[src/stepper_pkg.sv]
package stepper_pkg;
   // Clock and oscillator rates
   localparam int CLK_HZ = 50_000_000;
   localparam int OSC_HZ_DEF = 30_000;
   localparam int OSC_CYC_DEF = CLK_HZ / OSC_HZ_DEF;
   localparam logic [15:0] OSC_PERIOD_DEF = 16'(OSC_CYC_DEF);
   // Hold time-out, stands in for the RC delay
   localparam int HOLD_TIME_US = 10_000;
   localparam int HOLD_CYC_DEF = HOLD_TIME_US * (CLK_HZ / 1_000_000);
   localparam logic [23:0] HOLD_DELAY_DEF = 24'(HOLD_CYC_DEF);

   // Register byte offsets
   localparam logic [3:0] ADR_CTRL = 4'h0;
   localparam logic [3:0] ADR_OSC = 4'h4;
   localparam logic [3:0] ADR_HOLD = 4'h8;
   localparam logic [3:0] ADR_STAT = 4'hc;

   // Control register fields
   localparam int CTRL_DIR = 0;
   localparam int CTRL_HALF = 1;
   localparam int CTRL_EN = 2;
   localparam int CTRL_CHOP_PH = 3;
   localparam int CTRL_RIPPLE = 4;
   localparam int CTRL_OSC_EXT = 5;
   localparam logic [7:0] CTRL_RST = 8'h11;

   // Status register fields
   localparam int STAT_IDX_LSB = 0;
   localparam int STAT_HOME = 3;
   localparam int STAT_LATCH_LSB = 4;
   localparam int STAT_REF_HOLD = 6;
   localparam int STAT_SCALE = 7;

   // Synchronised input bits and their idle levels
   localparam int SYNC_W = 6;
   localparam int IN_STEP = 0;
   localparam int IN_RSTN = 1;
   localparam int IN_SYNC = 2;
   localparam int IN_TRIP_AB = 3;
   localparam int IN_TRIP_CD = 4;
   localparam int IN_HOLD = 5;
   localparam logic [5:0] IN_RST_LVL = 6'h27;

   // Translator
   localparam logic [2:0] HOME_IDX = 3'h0;
   localparam logic [3:0] HOME_PATTERN = 4'h5;

   typedef enum logic [1:0] {
      REF_STEP = 2'b01,
      REF_HOLD = 2'b10
   } ref_mode_e;
endpackage

[src/input_sync.sv]
`timescale 1ns/1ps
module input_sync (
   input wire logic clk_i,
   input wire logic rst_i,
   input wire logic [stepper_pkg::SYNC_W-1:0] async_i,
   output logic [stepper_pkg::SYNC_W-1:0] level_o
);
   typedef struct packed {
      logic [stepper_pkg::SYNC_W-1:0] ff1;
      logic [stepper_pkg::SYNC_W-1:0] ff2;
      logic [stepper_pkg::SYNC_W-1:0] ff3;
      logic [stepper_pkg::SYNC_W-1:0] lvl;
   } sync_s;

   sync_s s_r;
   sync_s s_nxt;
   logic [stepper_pkg::SYNC_W-1:0] agree;

   always_comb begin
      s_nxt = s_r;
      s_nxt.ff1 = async_i;
      s_nxt.ff2 = s_r.ff1;
      s_nxt.ff3 = s_r.ff2;
      // Level moves only when two late stages agree
      agree = ~(s_r.ff2 ^ s_r.ff3);
      s_nxt.lvl = (s_r.ff2 & agree) | (s_r.lvl & ~agree);
   end

   always_ff @(posedge clk_i) begin
      if (rst_i) begin
         s_r.ff1 <= stepper_pkg::IN_RST_LVL;
         s_r.ff2 <= stepper_pkg::IN_RST_LVL;
         s_r.ff3 <= stepper_pkg::IN_RST_LVL;
         s_r.lvl <= stepper_pkg::IN_RST_LVL;
      end else begin
         s_r <= s_nxt;
      end
   end

   assign level_o = s_r.lvl;
endmodule

[src/stepper_ctrl.sv]
// Contract
// RQ1: One step per rising end of step pulse
// RQ2: Direction high forward, low reverse
// RQ3: Reset pin low forces home 0101
// RQ4: Home indicator released at pattern 0101
// RQ5: Half select high half, low full
// RQ6: Full at even/odd state picks wave/normal; the code drives normal (two-phase) from even states, wave from odd
// RQ7: Enable low drives phases, inhibits low
// RQ8: Chop target selects phase or inhibit lines
// RQ9: Phase chop raises the inactive pair line
// RQ10: Oscillator sets latch, trip clears it
// RQ11: Inhibits active low, AB and CD pairs
// RQ12: Trip one governs AB, two governs CD
// RQ13: Step restarts time-out, then holding reference
// RQ14: Time-out pin low keeps stepping reference
// RQ15: Ripple mode scales two-phase states 70.7%
// RQ16: Internal oscillator pulses drive sync low
// RQ17: External mode takes pulses from sync
// RQ18: Ripple compensation only in half-step
// RQ19: Eight half states, full skips two
// RQ20: Pin inputs synchronised, edges detected once
//
// The register offsets and the Wishbone interface to the registers were left to the implementer.
`timescale 1ns/1ps
module stepper_ctrl #(
   parameter logic [15:0] OSC_PERIOD_RST = stepper_pkg::OSC_PERIOD_DEF,
   parameter logic [23:0] HOLD_DELAY_RST = stepper_pkg::HOLD_DELAY_DEF
) (
   input wire logic clk_i,
   input wire logic rst_i,
   input wire logic cyc_i,
   input wire logic stb_i,
   input wire logic we_i,
   input wire logic [3:0] adr_i,
   input wire logic [3:0] sel_i,
   input wire logic [31:0] dat_i,
   output logic [31:0] dat_o,
   output logic ack_o,
   input wire logic step_n_i,
   input wire logic reset_n_i,
   input wire logic hold_timeout_pin_i,
   input wire logic pair_ab_current_trip_i,
   input wire logic pair_cd_current_trip_i,
   input wire logic sync_i,
   output logic sync_o,
   output logic sync_oe_n_o,
   output logic phase_a_drive_o,
   output logic phase_b_drive_o,
   output logic phase_c_drive_o,
   output logic phase_d_drive_o,
   output logic pair_ab_inhibit_n_o,
   output logic pair_cd_inhibit_n_o,
   output logic home_o,
   output logic home_oe_n_o,
   output logic holding_reference_sel_o,
   output logic ref_scale_707_o
);
   typedef struct packed {
      logic [5:0] prev;
      logic [2:0] idx;
      logic [1:0] latch;
      logic [15:0] osc_cnt;
      logic osc_pulse;
      logic [23:0] hold_cnt;
      stepper_pkg::ref_mode_e ref_mode;
      logic [7:0] ctrl;
      logic [15:0] osc_period;
      logic [23:0] hold_delay;
      logic ack;
      logic [31:0] rdat;
      logic [3:0] ph;
      logic [1:0] inh_n;
      logic home_oe_n;
      logic sync_out;
      logic sync_oe_n;
      logic ref_hold;
      logic ref_scale;
   } ctrl_s;

   ctrl_s s_r;
   ctrl_s s_nxt;
   logic [5:0] lvl;
   logic step_ev;
   logic step_acc;
   logic sync_fall;
   logic [1:0] trip;
   logic [2:0] delta;
   logic [2:0] step_target;
   logic [5:0] pat;
   logic pulse;
   logic [31:0] wr;

   function automatic logic [5:0] phase_pattern(input logic [2:0] idx);
      // Bits: AB on, CD on, then phases A, B, C, D
      case (idx)
         3'h0: phase_pattern = 6'h35;
         3'h1: phase_pattern = 6'h11;
         3'h2: phase_pattern = 6'h39;
         3'h3: phase_pattern = 6'h28;
         3'h4: phase_pattern = 6'h3a;
         3'h5: phase_pattern = 6'h12;
         3'h6: phase_pattern = 6'h36;
         default: phase_pattern = 6'h24;
      endcase
   endfunction

   function automatic logic [31:0] wb_merge(
      input logic [31:0] old,
      input logic [31:0] wd,
      input logic [3:0] sel
   );
      logic [31:0] res;
      res = old;
      for (int b = 0; b < 4; b++) begin
         if (sel[b]) begin
            res[8*b +: 8] = wd[8*b +: 8];
         end
      end
      return res;
   endfunction

   // RQ20: pin synchronisers
   input_sync u_sync (
      .clk_i(clk_i),
      .rst_i(rst_i),
      .async_i({hold_timeout_pin_i, pair_cd_current_trip_i,
                pair_ab_current_trip_i, sync_i, reset_n_i, step_n_i}),
      .level_o(lvl)
   );

   // RQ1: rising end of step pulse
   assign step_ev = lvl[stepper_pkg::IN_STEP] &
                    ~s_r.prev[stepper_pkg::IN_STEP];
   assign step_acc = step_ev & lvl[stepper_pkg::IN_RSTN];
   assign sync_fall = ~lvl[stepper_pkg::IN_SYNC] &
                      s_r.prev[stepper_pkg::IN_SYNC];
   // RQ12: trip one to AB, two to CD
   assign trip = {lvl[stepper_pkg::IN_TRIP_CD],
                  lvl[stepper_pkg::IN_TRIP_AB]};

   // RQ5: half moves one state, full two
   assign delta = s_r.ctrl[stepper_pkg::CTRL_HALF] ? 3'h1 : 3'h2;
   // RQ2: forward adds, reverse subtracts
   assign step_target = s_r.ctrl[stepper_pkg::CTRL_DIR] ?
                        s_r.idx + delta : s_r.idx - delta;
   assign pat = phase_pattern(s_r.idx);

   always_comb begin
      s_nxt = s_r;
      s_nxt.prev = lvl;
      wr = 32'h0000_0000;
      pulse = 1'b0;

      // Bus slave, one wait state, ack dropped after one cycle
      s_nxt.ack = 1'b0;
      if (cyc_i && stb_i && !s_r.ack) begin
         s_nxt.ack = 1'b1;
         s_nxt.rdat = 32'h0000_0000;
         if (we_i) begin
            case (adr_i)
               stepper_pkg::ADR_CTRL: begin
                  wr = wb_merge({24'h00_0000, s_r.ctrl}, dat_i, sel_i);
                  s_nxt.ctrl = wr[7:0];
               end
               stepper_pkg::ADR_OSC: begin
                  wr = wb_merge({16'h0000, s_r.osc_period}, dat_i, sel_i);
                  s_nxt.osc_period = wr[15:0];
               end
               stepper_pkg::ADR_HOLD: begin
                  wr = wb_merge({8'h00, s_r.hold_delay}, dat_i, sel_i);
                  s_nxt.hold_delay = wr[23:0];
               end
               default: begin
                  wr = 32'h0000_0000;
               end
            endcase
         end else begin
            case (adr_i)
               stepper_pkg::ADR_CTRL: begin
                  s_nxt.rdat = {24'h00_0000, s_r.ctrl};
               end
               stepper_pkg::ADR_OSC: begin
                  s_nxt.rdat = {16'h0000, s_r.osc_period};
               end
               stepper_pkg::ADR_HOLD: begin
                  s_nxt.rdat = {8'h00, s_r.hold_delay};
               end
               stepper_pkg::ADR_STAT: begin
                  s_nxt.rdat[stepper_pkg::STAT_IDX_LSB +: 3] = s_r.idx;
                  s_nxt.rdat[stepper_pkg::STAT_HOME] = s_r.home_oe_n;
                  s_nxt.rdat[stepper_pkg::STAT_LATCH_LSB +: 2] =
                     s_r.latch;
                  s_nxt.rdat[stepper_pkg::STAT_REF_HOLD] = s_r.ref_hold;
                  s_nxt.rdat[stepper_pkg::STAT_SCALE] = s_r.ref_scale;
               end
               default: begin
                  s_nxt.rdat = 32'h0000_0000;
               end
            endcase
         end
      end

      // RQ3: reset pin holds home
      if (!lvl[stepper_pkg::IN_RSTN]) begin
         s_nxt.idx = stepper_pkg::HOME_IDX;
      end else if (step_ev) begin
         // RQ19: full step keeps state parity
         // RQ6: start parity picks drive type
         s_nxt.idx = step_target;
      end

      // RQ17: external pulses are falling sync edges
      if (s_r.ctrl[stepper_pkg::CTRL_OSC_EXT]) begin
         s_nxt.osc_cnt = 16'h0000;
         pulse = sync_fall;
      end else if (s_r.osc_cnt + 16'h0001 >= s_r.osc_period) begin
         s_nxt.osc_cnt = 16'h0000;
         pulse = 1'b1;
      end else begin
         s_nxt.osc_cnt = s_r.osc_cnt + 16'h0001;
      end
      s_nxt.osc_pulse = pulse;
      // RQ16: sync driven low for each pulse
      s_nxt.sync_out = s_r.ctrl[stepper_pkg::CTRL_OSC_EXT] | ~pulse;
      s_nxt.sync_oe_n = s_r.ctrl[stepper_pkg::CTRL_OSC_EXT];

      // RQ10: set wins so a trip cannot swallow a pulse
      for (int p = 0; p < 2; p++) begin
         if (s_r.osc_pulse) begin
            s_nxt.latch[p] = 1'b1;
         end else if (trip[p]) begin
            s_nxt.latch[p] = 1'b0;
         end
      end

      // RQ13: time-out restarts at each step
      case (s_r.ref_mode)
         stepper_pkg::REF_STEP: begin
            if (step_acc) begin
               s_nxt.hold_cnt = s_r.hold_delay;
            end else if (s_r.hold_cnt != 24'h00_0000) begin
               s_nxt.hold_cnt = s_r.hold_cnt - 24'h00_0001;
            end else begin
               s_nxt.ref_mode = stepper_pkg::REF_HOLD;
            end
         end
         stepper_pkg::REF_HOLD: begin
            if (step_acc) begin
               s_nxt.hold_cnt = s_r.hold_delay;
               s_nxt.ref_mode = stepper_pkg::REF_STEP;
            end
         end
         default: begin
            s_nxt.ref_mode = stepper_pkg::REF_STEP;
         end
      endcase
      // RQ14: pin low disables holding mode
      if (!lvl[stepper_pkg::IN_HOLD]) begin
         s_nxt.ref_mode = stepper_pkg::REF_STEP;
         s_nxt.hold_cnt = 24'h00_0000;
      end
      s_nxt.ref_hold = (s_r.ref_mode == stepper_pkg::REF_HOLD);

      // RQ15: two-phase states get reduced reference
      // RQ18: only while half-step selected
      s_nxt.ref_scale = s_r.ctrl[stepper_pkg::CTRL_RIPPLE] &
                        s_r.ctrl[stepper_pkg::CTRL_HALF] &
                        pat[5] & pat[4];

      // RQ4: indicator released at home pattern
      s_nxt.home_oe_n = (pat[3:0] == stepper_pkg::HOME_PATTERN);

      // RQ7: disable overrides everything
      if (!s_r.ctrl[stepper_pkg::CTRL_EN]) begin
         s_nxt.ph = 4'h0;
         s_nxt.inh_n = 2'h0;
      end else if (s_r.ctrl[stepper_pkg::CTRL_CHOP_PH]) begin
         // RQ9: slow decay, inactive line raised
         s_nxt.ph[3] = pat[3] | ~s_r.latch[0];
         s_nxt.ph[2] = pat[2] | ~s_r.latch[0];
         s_nxt.ph[1] = pat[1] | ~s_r.latch[1];
         s_nxt.ph[0] = pat[0] | ~s_r.latch[1];
         s_nxt.inh_n = pat[5:4];
      end else begin
         // RQ8: inhibit chopping, fast decay
         s_nxt.ph = pat[3:0];
         // RQ11: AB and CD inhibits, active low
         s_nxt.inh_n = pat[5:4] & {s_r.latch[0], s_r.latch[1]};
      end
   end

   always_ff @(posedge clk_i) begin
      if (rst_i) begin
         s_r.prev <= stepper_pkg::IN_RST_LVL;
         s_r.idx <= stepper_pkg::HOME_IDX;
         s_r.latch <= 2'h0;
         s_r.osc_cnt <= 16'h0000;
         s_r.osc_pulse <= 1'b0;
         s_r.hold_cnt <= 24'h00_0000;
         s_r.ref_mode <= stepper_pkg::REF_STEP;
         s_r.ctrl <= stepper_pkg::CTRL_RST;
         s_r.osc_period <= OSC_PERIOD_RST;
         s_r.hold_delay <= HOLD_DELAY_RST;
         s_r.ack <= 1'b0;
         s_r.rdat <= 32'h0000_0000;
         s_r.ph <= 4'h0;
         s_r.inh_n <= 2'h0;
         s_r.home_oe_n <= 1'b1;
         s_r.sync_out <= 1'b1;
         s_r.sync_oe_n <= 1'b0;
         s_r.ref_hold <= 1'b0;
         s_r.ref_scale <= 1'b0;
      end else begin
         s_r <= s_nxt;
      end
   end

   assign dat_o = s_r.rdat;
   assign ack_o = s_r.ack;
   assign sync_o = s_r.sync_out;
   assign sync_oe_n_o = s_r.sync_oe_n;
   assign phase_a_drive_o = s_r.ph[3];
   assign phase_b_drive_o = s_r.ph[2];
   assign phase_c_drive_o = s_r.ph[1];
   assign phase_d_drive_o = s_r.ph[0];
   assign pair_ab_inhibit_n_o = s_r.inh_n[1];
   assign pair_cd_inhibit_n_o = s_r.inh_n[0];
   // Open drain: data low, only the enable moves
   assign home_o = 1'b0;
   assign home_oe_n_o = s_r.home_oe_n;
   assign holding_reference_sel_o = s_r.ref_hold;
   assign ref_scale_707_o = s_r.ref_scale;

   a_step_fwd: assert property ( // RQ1
      @(posedge clk_i) disable iff (rst_i)
      step_acc && s_r.ctrl[stepper_pkg::CTRL_DIR] &&
      s_r.ctrl[stepper_pkg::CTRL_HALF]
      |=> s_r.idx == $past(s_r.idx) + 3'h1)
      else $error("step did not advance one state");

   a_step_rev: assert property ( // RQ2
      @(posedge clk_i) disable iff (rst_i)
      step_acc && !s_r.ctrl[stepper_pkg::CTRL_DIR] &&
      s_r.ctrl[stepper_pkg::CTRL_HALF]
      |=> s_r.idx == $past(s_r.idx) - 3'h1)
      else $error("reverse step wrong");

   a_full_two: assert property ( // RQ19
      @(posedge clk_i) disable iff (rst_i)
      step_acc && !s_r.ctrl[stepper_pkg::CTRL_HALF]
      |=> s_r.idx[0] == $past(s_r.idx[0]) &&
          s_r.idx != $past(s_r.idx))
      else $error("full step lost parity");

   a_no_stray: assert property ( // RQ20
      @(posedge clk_i) disable iff (rst_i)
      !step_ev && lvl[stepper_pkg::IN_RSTN] |=> $stable(s_r.idx))
      else $error("state moved without step");

   a_reset_home: assert property ( // RQ3
      @(posedge clk_i) disable iff (rst_i)
      !lvl[stepper_pkg::IN_RSTN] |=> s_r.idx == 3'h0 ##1
      s_r.home_oe_n)
      else $error("reset pin did not reach home");

   a_home_flag: assert property ( // RQ4
      @(posedge clk_i) disable iff (rst_i)
      1'b1 |=> home_oe_n_o == ($past(s_r.idx) == 3'h0))
      else $error("home indicator wrong");

   a_enable_off: assert property ( // RQ7
      @(posedge clk_i) disable iff (rst_i)
      !s_r.ctrl[stepper_pkg::CTRL_EN] |=> s_r.ph == 4'h0 &&
      !pair_ab_inhibit_n_o && !pair_cd_inhibit_n_o)
      else $error("outputs active while disabled");

   a_phase_chop: assert property ( // RQ9
      @(posedge clk_i) disable iff (rst_i)
      s_r.ctrl[stepper_pkg::CTRL_EN] &&
      s_r.ctrl[stepper_pkg::CTRL_CHOP_PH] && !s_r.latch[1]
      |=> phase_c_drive_o && phase_d_drive_o)
      else $error("phase chop did not raise pair");

   a_inh_chop: assert property ( // RQ8
      @(posedge clk_i) disable iff (rst_i)
      s_r.ctrl[stepper_pkg::CTRL_EN] &&
      !s_r.ctrl[stepper_pkg::CTRL_CHOP_PH] && !s_r.latch[0]
      |=> !pair_ab_inhibit_n_o)
      else $error("inhibit chop missing");

   a_trip_clear: assert property ( // RQ12
      @(posedge clk_i) disable iff (rst_i)
      trip[1] && !s_r.osc_pulse |=> !s_r.latch[1])
      else $error("trip did not clear latch");

   a_osc_set: assert property ( // RQ10
      @(posedge clk_i) disable iff (rst_i)
      s_r.osc_pulse |=> s_r.latch == 2'h3)
      else $error("pulse did not set latches");

   a_hold_off: assert property ( // RQ14
      @(posedge clk_i) disable iff (rst_i)
      !lvl[stepper_pkg::IN_HOLD] |=> ##1 !holding_reference_sel_o)
      else $error("holding reference with pin low");

   a_hold_restart: assert property ( // RQ13
      @(posedge clk_i) disable iff (rst_i)
      step_acc && lvl[stepper_pkg::IN_HOLD]
      |=> s_r.ref_mode == stepper_pkg::REF_STEP &&
          s_r.hold_cnt == $past(s_r.hold_delay))
      else $error("time-out not restarted");

   a_ripple_half: assert property ( // RQ18
      @(posedge clk_i) disable iff (rst_i)
      !s_r.ctrl[stepper_pkg::CTRL_HALF] |=> !ref_scale_707_o)
      else $error("scaling in full step");

   a_ripple_two: assert property ( // RQ15
      @(posedge clk_i) disable iff (rst_i)
      s_r.ctrl[stepper_pkg::CTRL_RIPPLE] &&
      s_r.ctrl[stepper_pkg::CTRL_HALF] && !s_r.idx[0]
      |=> ref_scale_707_o)
      else $error("two-phase state not scaled");

   a_sync_pulse: assert property ( // RQ16
      @(posedge clk_i) disable iff (rst_i)
      s_r.osc_pulse && !$past(s_r.ctrl[stepper_pkg::CTRL_OSC_EXT])
      |-> !sync_o && !sync_oe_n_o)
      else $error("sync not pulsed low");

   a_sync_in: assert property ( // RQ17
      @(posedge clk_i) disable iff (rst_i)
      s_r.ctrl[stepper_pkg::CTRL_OSC_EXT] && sync_fall
      |=> s_r.osc_pulse ##1 s_r.latch == 2'h3)
      else $error("external sync ignored");
endmodule

[config.mk]
export PLATFORM = sky130hd
export DESIGN_NAME = stepper_ctrl
export DESIGN_NICKNAME = d
export VERILOG_FILES = /design/src/stepper_pkg.sv /design/src/input_sync.sv /design/src/stepper_ctrl.sv
export SDC_FILE = /design/constraint.sdc
export NUM_CORES = 1
export LEC_CHECK = 0
export BUFFER_PORTS_ARGS = -buffer_cell sky130_fd_sc_hd__buf_2
export CAP_MARGIN = 20
export CORE_MARGIN = 2
export CORE_UTILIZATION = 30
export CTS_BUF_LIST = sky130_fd_sc_hd__clkbuf_2
export CTS_CLUSTER_DIAMETER = 30
export DETAILED_ROUTE_END_ITERATION = 8
export HOLD_SLACK_MARGIN = 0.02
export PLACE_DENSITY = 0.48
export SLEW_MARGIN = 20
export SYNTH_ARGS = -nofsm -noshare
export SYNTH_HDL_FRONTEND = slang
export SYNTH_HIERARCHICAL = 1
export SYNTH_SLANG_ARGS = --single-unit
export TNS_END_PERCENT = 100
[constraint.sdc]
create_clock -name clk_i -period 3 [get_ports clk_i]
set_clock_uncertainty 0.2 [all_clocks]
set_input_delay 0.15 -clock clk_i [delete_from_list [all_inputs] [get_ports clk_i]]
set_output_delay 0.15 -clock clk_i [all_outputs]
set_load 0.05 [all_outputs]
; ---- Yosys cells after proc, flatten, opt, wreduce, memory -nomap -nowiden
; Index checks and enable logic that the tools add are counted.
[totals]
regBits = 167
latch_bits = 0
ram_bits = 0
rom_bits = 0
wordCells = 116
mem_count = 0
[classes]
addsub = 4
n_mul = 0
n_div = 0
magnitude_cmp = 1
n_eq_ne = 16
n_shift = 0
mux = 21
bitwise_logic = 26
reduce_logical = 21
[ops]
columns = op, count
row1 = $mux 24, 3
row2 = $pmux 24 s2, 1
row3 = $pmux 6 s7, 1
row4 = $mux 33, 1
row5 = $pmux 16 s2, 1
row6 = $pmux 8 s4, 1
row7 = $mux 26, 1
row8 = $reduce_and 4->1, 6
row9 = $reduce_bool 24->1, 1
row10 = $sub 24x1->24 const B, 1
row11 = $add 16x1->16 const B, 1
row12 = $ge 16x16->1, 1
row13 = $and 6x6->6, 2
row14 = $not 6->6, 2
row15 = $eq 3x3->1 const B, 3
row16 = $eq 4x3->1 const B, 2
row17 = $eq 4x4->1 const B, 2
row18 = $not 1->1, 8
row19 = $and 1x1->1, 6
row20 = $eq 3x2->1 const B, 2
row21 = $mux 1, 6
row22 = $mux 2, 3
row23 = $mux 6, 1
row24 = $or 6x6->6, 1
row25 = other kinds (21), 32

; ---- Logic depth before layout (Yosys ltp)
; Gate-level depths: netlist of run 1.
[depth]
word_depth = 6
depth_mapped = 12
ltp_nobuf = 11

; ---- By module
; The synthesis of run 1 kept the hierarchy.
[modules_own_cells]
columns = mod, n_inst, cells_per_inst, area_each_um2, seq_area_each_um2
row1 = stepper_ctrl, 1, 737, 6477.5, 2682.6
row2 = input_sync, 1, 68, 778.2, 480.5

; ---- Worst setup path after synthesis of run 1
; OpenSTA, ideal clock, no wires.
[synth_path]
path_type = register -> register
start = register s_r[121] (netlist bit)
end = register s_r[118] (netlist bit)
setup_time_ns = 0.070
arrival_time_ns = 2.865
t_required_ns = 2.730
path_slack_ns = -0.135
path_stages_with_launch = 12
n_path_buf = 1
cell_sequence = dfxtp_1 -> nand3_1 -> nor4_1 -> nand3_1 -> xnor2_1 -> ha_1 -> nand4_1 -> nor3_1 -> nand3_1 -> o2111ai_1 -> clkbuf_1 -> o2bb2ai_1
[synth_between]
elab_chain_len = 4
[synth_lines]
columns = item, line_no
row1 = "start, declared", stepper_ctrl.sv:80  ; ctrl_s s_r;
row2 = "start signal, assigned", stepper_ctrl.sv:314  ; s_r <= s_nxt;
row3 = $add 16x1->16, stepper_ctrl.sv:216  ; end else if (s_r.osc_cnt + 16'h0001 >= s_r.osc_period) begin
row4 = $ge 16x16->1, stepper_ctrl.sv:216
row5 = $mux 1, stepper_ctrl.sv:216
row6 = $mux 1, stepper_ctrl.sv:213  ; if (s_r.ctrl[stepper_pkg::CTRL_OSC_EXT]) begin
; Every way passes these cells.
; A chain may end at the register's enable or synchronous reset.

; ---- Final worst setup path of run 1
[layout_path]
start = input port adr_i[1]
end = register s_r[88] (netlist bit)
[layout_between]
elab_chain_len = 2
[layout_lines]
columns = item, line_no
row1 = "start, declared", stepper_ctrl.sv:34  ; input wire logic [3:0] adr_i,
row2 = $logic_not 4->1, -
row3 = $reduce_and 4->1 (no source line), -
; Every way passes these cells.

==> flow_summary.toml, run 1 <==
[outcome]
status = "complete, no violations"

[synthesis]
synth.most_common_cell = "dfxtp_1"
ys_seq_area_frac = 0.436
synth-compound-area-share = 0.152
netlist_top_cells_count = "dfxtp_1 (158), nor2_1 (99), a21oi_1 (63)"
yosysTopAreaCell = "dfxtp_1"
synth.distinct_cells = 64
synth_warnings = 6
yosys_most_used_dff = "dfxtp_1"
async_reset_ff_frac = 0
avgSynthCellArea_um2 = 9.01
synth_top_area_share = 0.436
synth_adder_area_share = 0.0390
synth_edf_count = 0
synth_top_family_by_area = "simple AND/OR/NAND/NOR gates"
syn_inst = 805
ys_ff_latch = 158
synth-simple-area-share = 0.196
synth_area_mm2 = 0.00726
synthMuxAreaShare = 0.0748
synth_xor_area_frac = 0.0205
yosys-top-cells-area = "dfxtp_1 (44%), nor2_1 (5.1%), mux2i_1 (4.7%)"

[routing]
drc = 0
via_per_inst = 4.76
first_pass_iters = 5
drt-initial-drc-count = 375
num_vias = 6145
routed_wl_um = 19700
ant_nets = 0
wl_per_cell_um = 15.2

[placed_design]
place_hpwl_um = 13300
port_buffers = 77
place_inst = 1153
routabilityCongestion = 0.767

[critical_path]
startpoint = "adr_i[1]"
crit_end = "s_r[88]"
crit_path_end_kind = "flop"
rr_startpoint = "s_r[125]"
start_kind = "input pin"
worst_r2r_path_depth = 11
r2r_end = "s_r[118]"
required_ns = 3.45
r2r_slack_ns = 0.13
cp.arrival_ns = 3.38
path_class = "input pin to flop"
crit_fanout = 8

[floorplan]
start_util = 0.307
die_area_mm2 = 0.0254
io_pins = 96
core_area_mm2 = 0.0236
die_y_um = 160
num_rows = 56
die_w_um = 160

[clocking]
cts-root-buf = "clkbuf_2"
cts_tree = "done"
htreeDepth = 4
cts.sinks = 158
clkSlewWorstSetupHoldPaths_ns = 0.25
cts_buffer_depth = 2
clock_latency_ns = 0.73
cts_made_buffers = 17

[hold_path]
hold_class = "input pin to flop"

[sta]
period_needed_ns = 2.93
slew_viol_final = 0
setup_viol = 0
hold_violations = 0
max_freq_mhz = 342
slew_headroom = 0.376
rsz0062_at_grt = "yes"
post-route-period-util = 0.975
tightestPinTransition_ns = 0.933

[layout]
drive_gt1_frac = 0.179
fin_cells = 1290
nFillCells = 2440
multiInputGateArea_mm2 = 0.00360
area_delta_synth_final_pct = 25.9
nNetsFinal = 1030
seq_area_mm2 = 0.00317

[power]
power_density_mw_per_mm2 = 540
p_total_mw = 4.93
power.leakage_nw = 3.77
peakVddDrop_mv = 0.278

[global_routing]
antenna_found_initial = 1
grt_max_degree = 77
gr-total-overflow = 0
grt_pass1_wl_um = 32000
grt_pass1_vias = 6082
grt_usage = 0.157

[flow_run]
drv_cap = 0
[sequential cells by signal, summed over array words and instances, names as in the netlist, 6 cells and up, named ones only]
register / cells
u_sync/s_r: 6
s_r: 97
dat_o: 24
u_sync/s_nxt: 12
[logic make-up after synthesis]
kind of cell             after synthesis
buffers and inverters                109
XOR/XNOR                              17
multiplexers                          44
AND/OR/NAND/NOR                      281
other                                  1
AO/OA/AOI/OAI                        173
adder cells (fa/ha/maj)               22
flip-flops                           158
[per-stage QoR]
| step | hold WS [ns] | utilization | instance area (um^2) | worst slack [ns] | setup TNS (ns) |
|---|---|---|---|---|---|
| floorplan | 0.0471 | - | 7300 | 0.0397 | 0 |
| global placement | 0.128 | 0.330 | 7800 | 0.118 | 0 |
| CTS | 0.0222 | 0.384 | 9060 | 0.0126 | 0 |
| detailed placement | 0.129 | 0.330 | 7800 | 0.0629 | 0 |
| finish | 0.0995 | 0.387 | 9130 | 0.0736 | 0 |
| global route | 0.0605 | 0.387 | 9130 | -0.0987 | -1.10 |
[worst max-delay path: stages]
cell and delay [ns]:
dlygate4sd3_1 0.53, buf_2 0.13, nor2_1 0.19, dlygate4sd3_1 0.62, nand4_1 0.41, nor3_2 0.31, buf_4 0.22, mux2i_1 0.19
dlygate4sd3_1 0.57, nand2_1 0.05
[cells in the final DEF (no fill, tap or decap), types with 15 or more instances in the layout]
cell	synthesis	routed
dfxtp_1	158	155
clkbuf_2	0	17
buf_4	39	24
nand2_1	55	55
o21ai_0	35	33
buf_2	4	76
a22oi_1	17	17
nor2_1	99	97
inv_1	30	30
ha_1	21	21
a21oi_1	63	62
dlygate4sd3_1	0	102
nand3_1	16	15
mux2i_1	34	34
[timing repair]
action,CTS,global route
hold buffers,102,0
buffers inserted,0,2
resized for setup,0,15
endpoints found under the hold margin,114,0
endpoints found under the setup margin,0,20
[final cells by class]
| class | instances | area share |
|---|---|---|
| multi-input cells | 546 | 0.394 |
| flip-flops and latches | 158 | 0.347 |
| repair buffers | 203 | 0.175 |
| well taps | 319 | 0.0437 |
| clock inverters | 15 | 0.0177 |
| inverters | 31 | 0.0127 |
| clock buffers | 17 | 0.00932 |
| diodes | 1 | 0.000274 |
[report_power, final]
group | internal, mW | switching (mW) | total [mW]
clock | 0.393 | 0.847 | 1.24
combinational | 0.595 | 0.776 | 1.37
sequential | 2.22 | 0.108 | 2.32
total | 3.20 | 1.73 | 4.93
[how the worst min path moves through the flow]
| stage | from | to | cells past startpoint |
|---|---|---|---|
| 2_1_floorplan | step_n_i | u_sync/s_nxt[12] | 1 |
| 3_3_place_gp | sync_i | u_sync/s_nxt[14] | 2 |
| 3_5_place_dp | hold_timeout_pin_i | u_sync/s_nxt[17] | 2 |
| 4_1_cts | sel_i[1] | s_r[57] | 4 |
| 5_1_grt | sel_i[1] | s_r[57] | 4 |
| 6_report | dat_i[5] | s_r[49] | 4 |
[routing by layer]
layer	wire length, um	track usage
met1	9590	0.211
met2	9090	0.258
met3	739	0.0292
met4	251	0.0421
met5	0	0
(Power assumes the default switching activity.)
==> run 2, diff against run 1 <==
Clock period 3 ns to 2.4 ns, I/O delays scaled along.
==> flow_summary.toml, run 2 (synthesized netlist as in run 1, its figures left out) <==
[outcome]
status = "finished with violations"
violations = "negative setup slack"

[clocking]
cts-root-buf = "clkbuf_2"
cts_tree = "done"
cts_made_buffers = 17
htreeDepth = 4
clock_latency_ns = 0.78
cts_buffer_depth = 2
clkSlewWorstSetupHoldPaths_ns = 0.32
cts.sinks = 158

[power]
peakVddDrop_mv = 0.341
power_density_mw_per_mm2 = 737
power.leakage_nw = 4.21

[layout]
largest_reg_flops = 97
final_cell_area_mm2 = 0.00997
fin_util = 0.422
mostFrequentLayoutCells = "dfxtp_1 (144), nor2_1 (98), dlygate4sd3_1 (91)"
drive_gt1_frac = 0.286
nNetsFinal = 1082
mostFrequentLayoutCell = "dfxtp_1"
nFillCells = 2380
area_delta_synth_final_pct = 37.4
top_register = "s_r"

[critical_path]
start_kind = "flop"
crit_path_end_kind = "flop"
rr_startpoint = "s_r[121]"
startpoint = "s_r[121]"
required_ns = 2.87
crit_fanout = 18
cp.arrival_ns = 3.27
path_class = "flop to flop"
worst_r2r_path_depth = 11

[global_routing]
grt_busiest_layer = "met2"
grt_max_degree = 38
grt_pass1_vias = 6266
gr-usage-met2 = 0.279
gr-total-overflow = 0
grt_pass1_wl_um = 33700
grt_use_met1 = 0.220
met3_usage = 0.0276
antenna_found_initial = 1
grt_usage = 0.166

[placed_design]
post_dp_cell_area_mm2 = 0.00830
routabilityCongestion = 0.800
port_buffers = 77
place_hpwl_um = 14000

[sta]
rsz0062_at_grt = "yes"
setup_ws_ns = -0.401
tightestPinTransition_ns = 0.602
setup_viol = 40
period_needed_ns = 2.80
max_freq_mhz = 357
hold_violations = 0
slew_viol_final = 0
post-route-period-util = 1.17
slew_headroom = 0.597

[routing]
via_per_inst = 4.84
drt-initial-drc-count = 458
first_pass_iters = 5
routed_wl_um = 21000
drc = 0
num_vias = 6494
ant_nets = 0
wl_per_cell_um = 15.7

[hold_path]
hold_depth = 6
hp-start = "adr_i[0]"
hold_class = "input pin to flop"

[floorplan]
num_rows = 56
die_w_um = 160
core_area_mm2 = 0.0236
io_pins = 96
die_y_um = 160
die_area_mm2 = 0.0254
start_util = 0.307

[flow_run]
drv_cap = 0
==> run 2: changes by cell type in the layout (fill, tap and decap cells not counted), sizes merged <==
cell | previous run | this run
bufinv | 2 | 0
or4 | 7 | 8
dlygate4sd3 | 102 | 91
dlymetal6s4s | 0 | 1
o21a | 3 | 4
clkinv | 6 | 7
clkinvlp | 4 | 0
inv | 34 | 39
buf | 101 | 161
==> run 2: metrics by stage <==
stage                     instances  power [mW]  setup slack (ns)  hold slack [ns]  setup TNS, ns
after global placement         1199        4.91            -0.307           0.0986          -5.74
after floorplan                 813        4.23            -0.205           0.0171          -2.30
after CTS                      1337        7.22            -0.376            0.114          -8.30
after global routing           1342        7.79            -0.580            0.130         -12.35
final                          1342        7.35            -0.401            0.198          -7.80
after detailed placement       1199        4.89            -0.368            0.102          -6.68
==> run 2: cell type report <==
class / count / area, um^2 / share of cell area
sequential: 158 / 3190 / 0.320
multi-input combinational: 548 / 3880 / 0.389
clock inverter: 15 / 189 / 0.0190
inverter: 31 / 116 / 0.0117
antenna: 1 / 2.50 / 0.000251
timing repair buffer: 253 / 2110 / 0.211
clock buffer: 17 / 85.1 / 0.00853
tap: 319 / 399 / 0.0400
==> run 2: worst max-delay path, cell delays in order, from the launching register on <==
cell,delay [ns]
dfxtp_2,0.44
nand3_4,0.10
nor4_4,0.35
nand3_1,0.14
xnor2_1,0.17
ha_1,0.32
nand4_1,0.17
nor3_2,0.17
nand3_1,0.15
o2111ai_4,0.24
buf_12,0.18
nor3b_1,0.06
==> run 2: power breakdown <==
| part | internal (mW) | switching (mW) |
|---|---|---|
| clock network | 0.383 | 1.22 |
| registers | 2.77 | 0.110 |
| logic | 1.44 | 1.43 |
| total | 4.59 | 2.76 |
==> run 2: layer usage <==
metal,vias to the layer above,wire (um),part of all wire
met5,-,0,0
met4,0,229,0.011
met3,16,644,0.031
met2,115,10300,0.49
met1,3149,9860,0.47
li1,3214,-,-
==> run 2: worst paths after layout <==
check | to | slack [ns]
setup reg to reg | s_r[125] | -0.40
hold reg to reg | u_sync/s_nxt[11] | 0.24
hold / removal | dat_o[5] | 0.20
setup / recovery | s_r[125] | -0.40
==> run 2: what timing repair did <==
item                       4_1_cts  5_1_grt
setup buffers                    7        5
hold endpoints to repair       146        0
setup endpoints to repair       38       57
hold buffers                    93        0
resized for setup               51       34
cloned                           6        0
pin swaps                       30       23
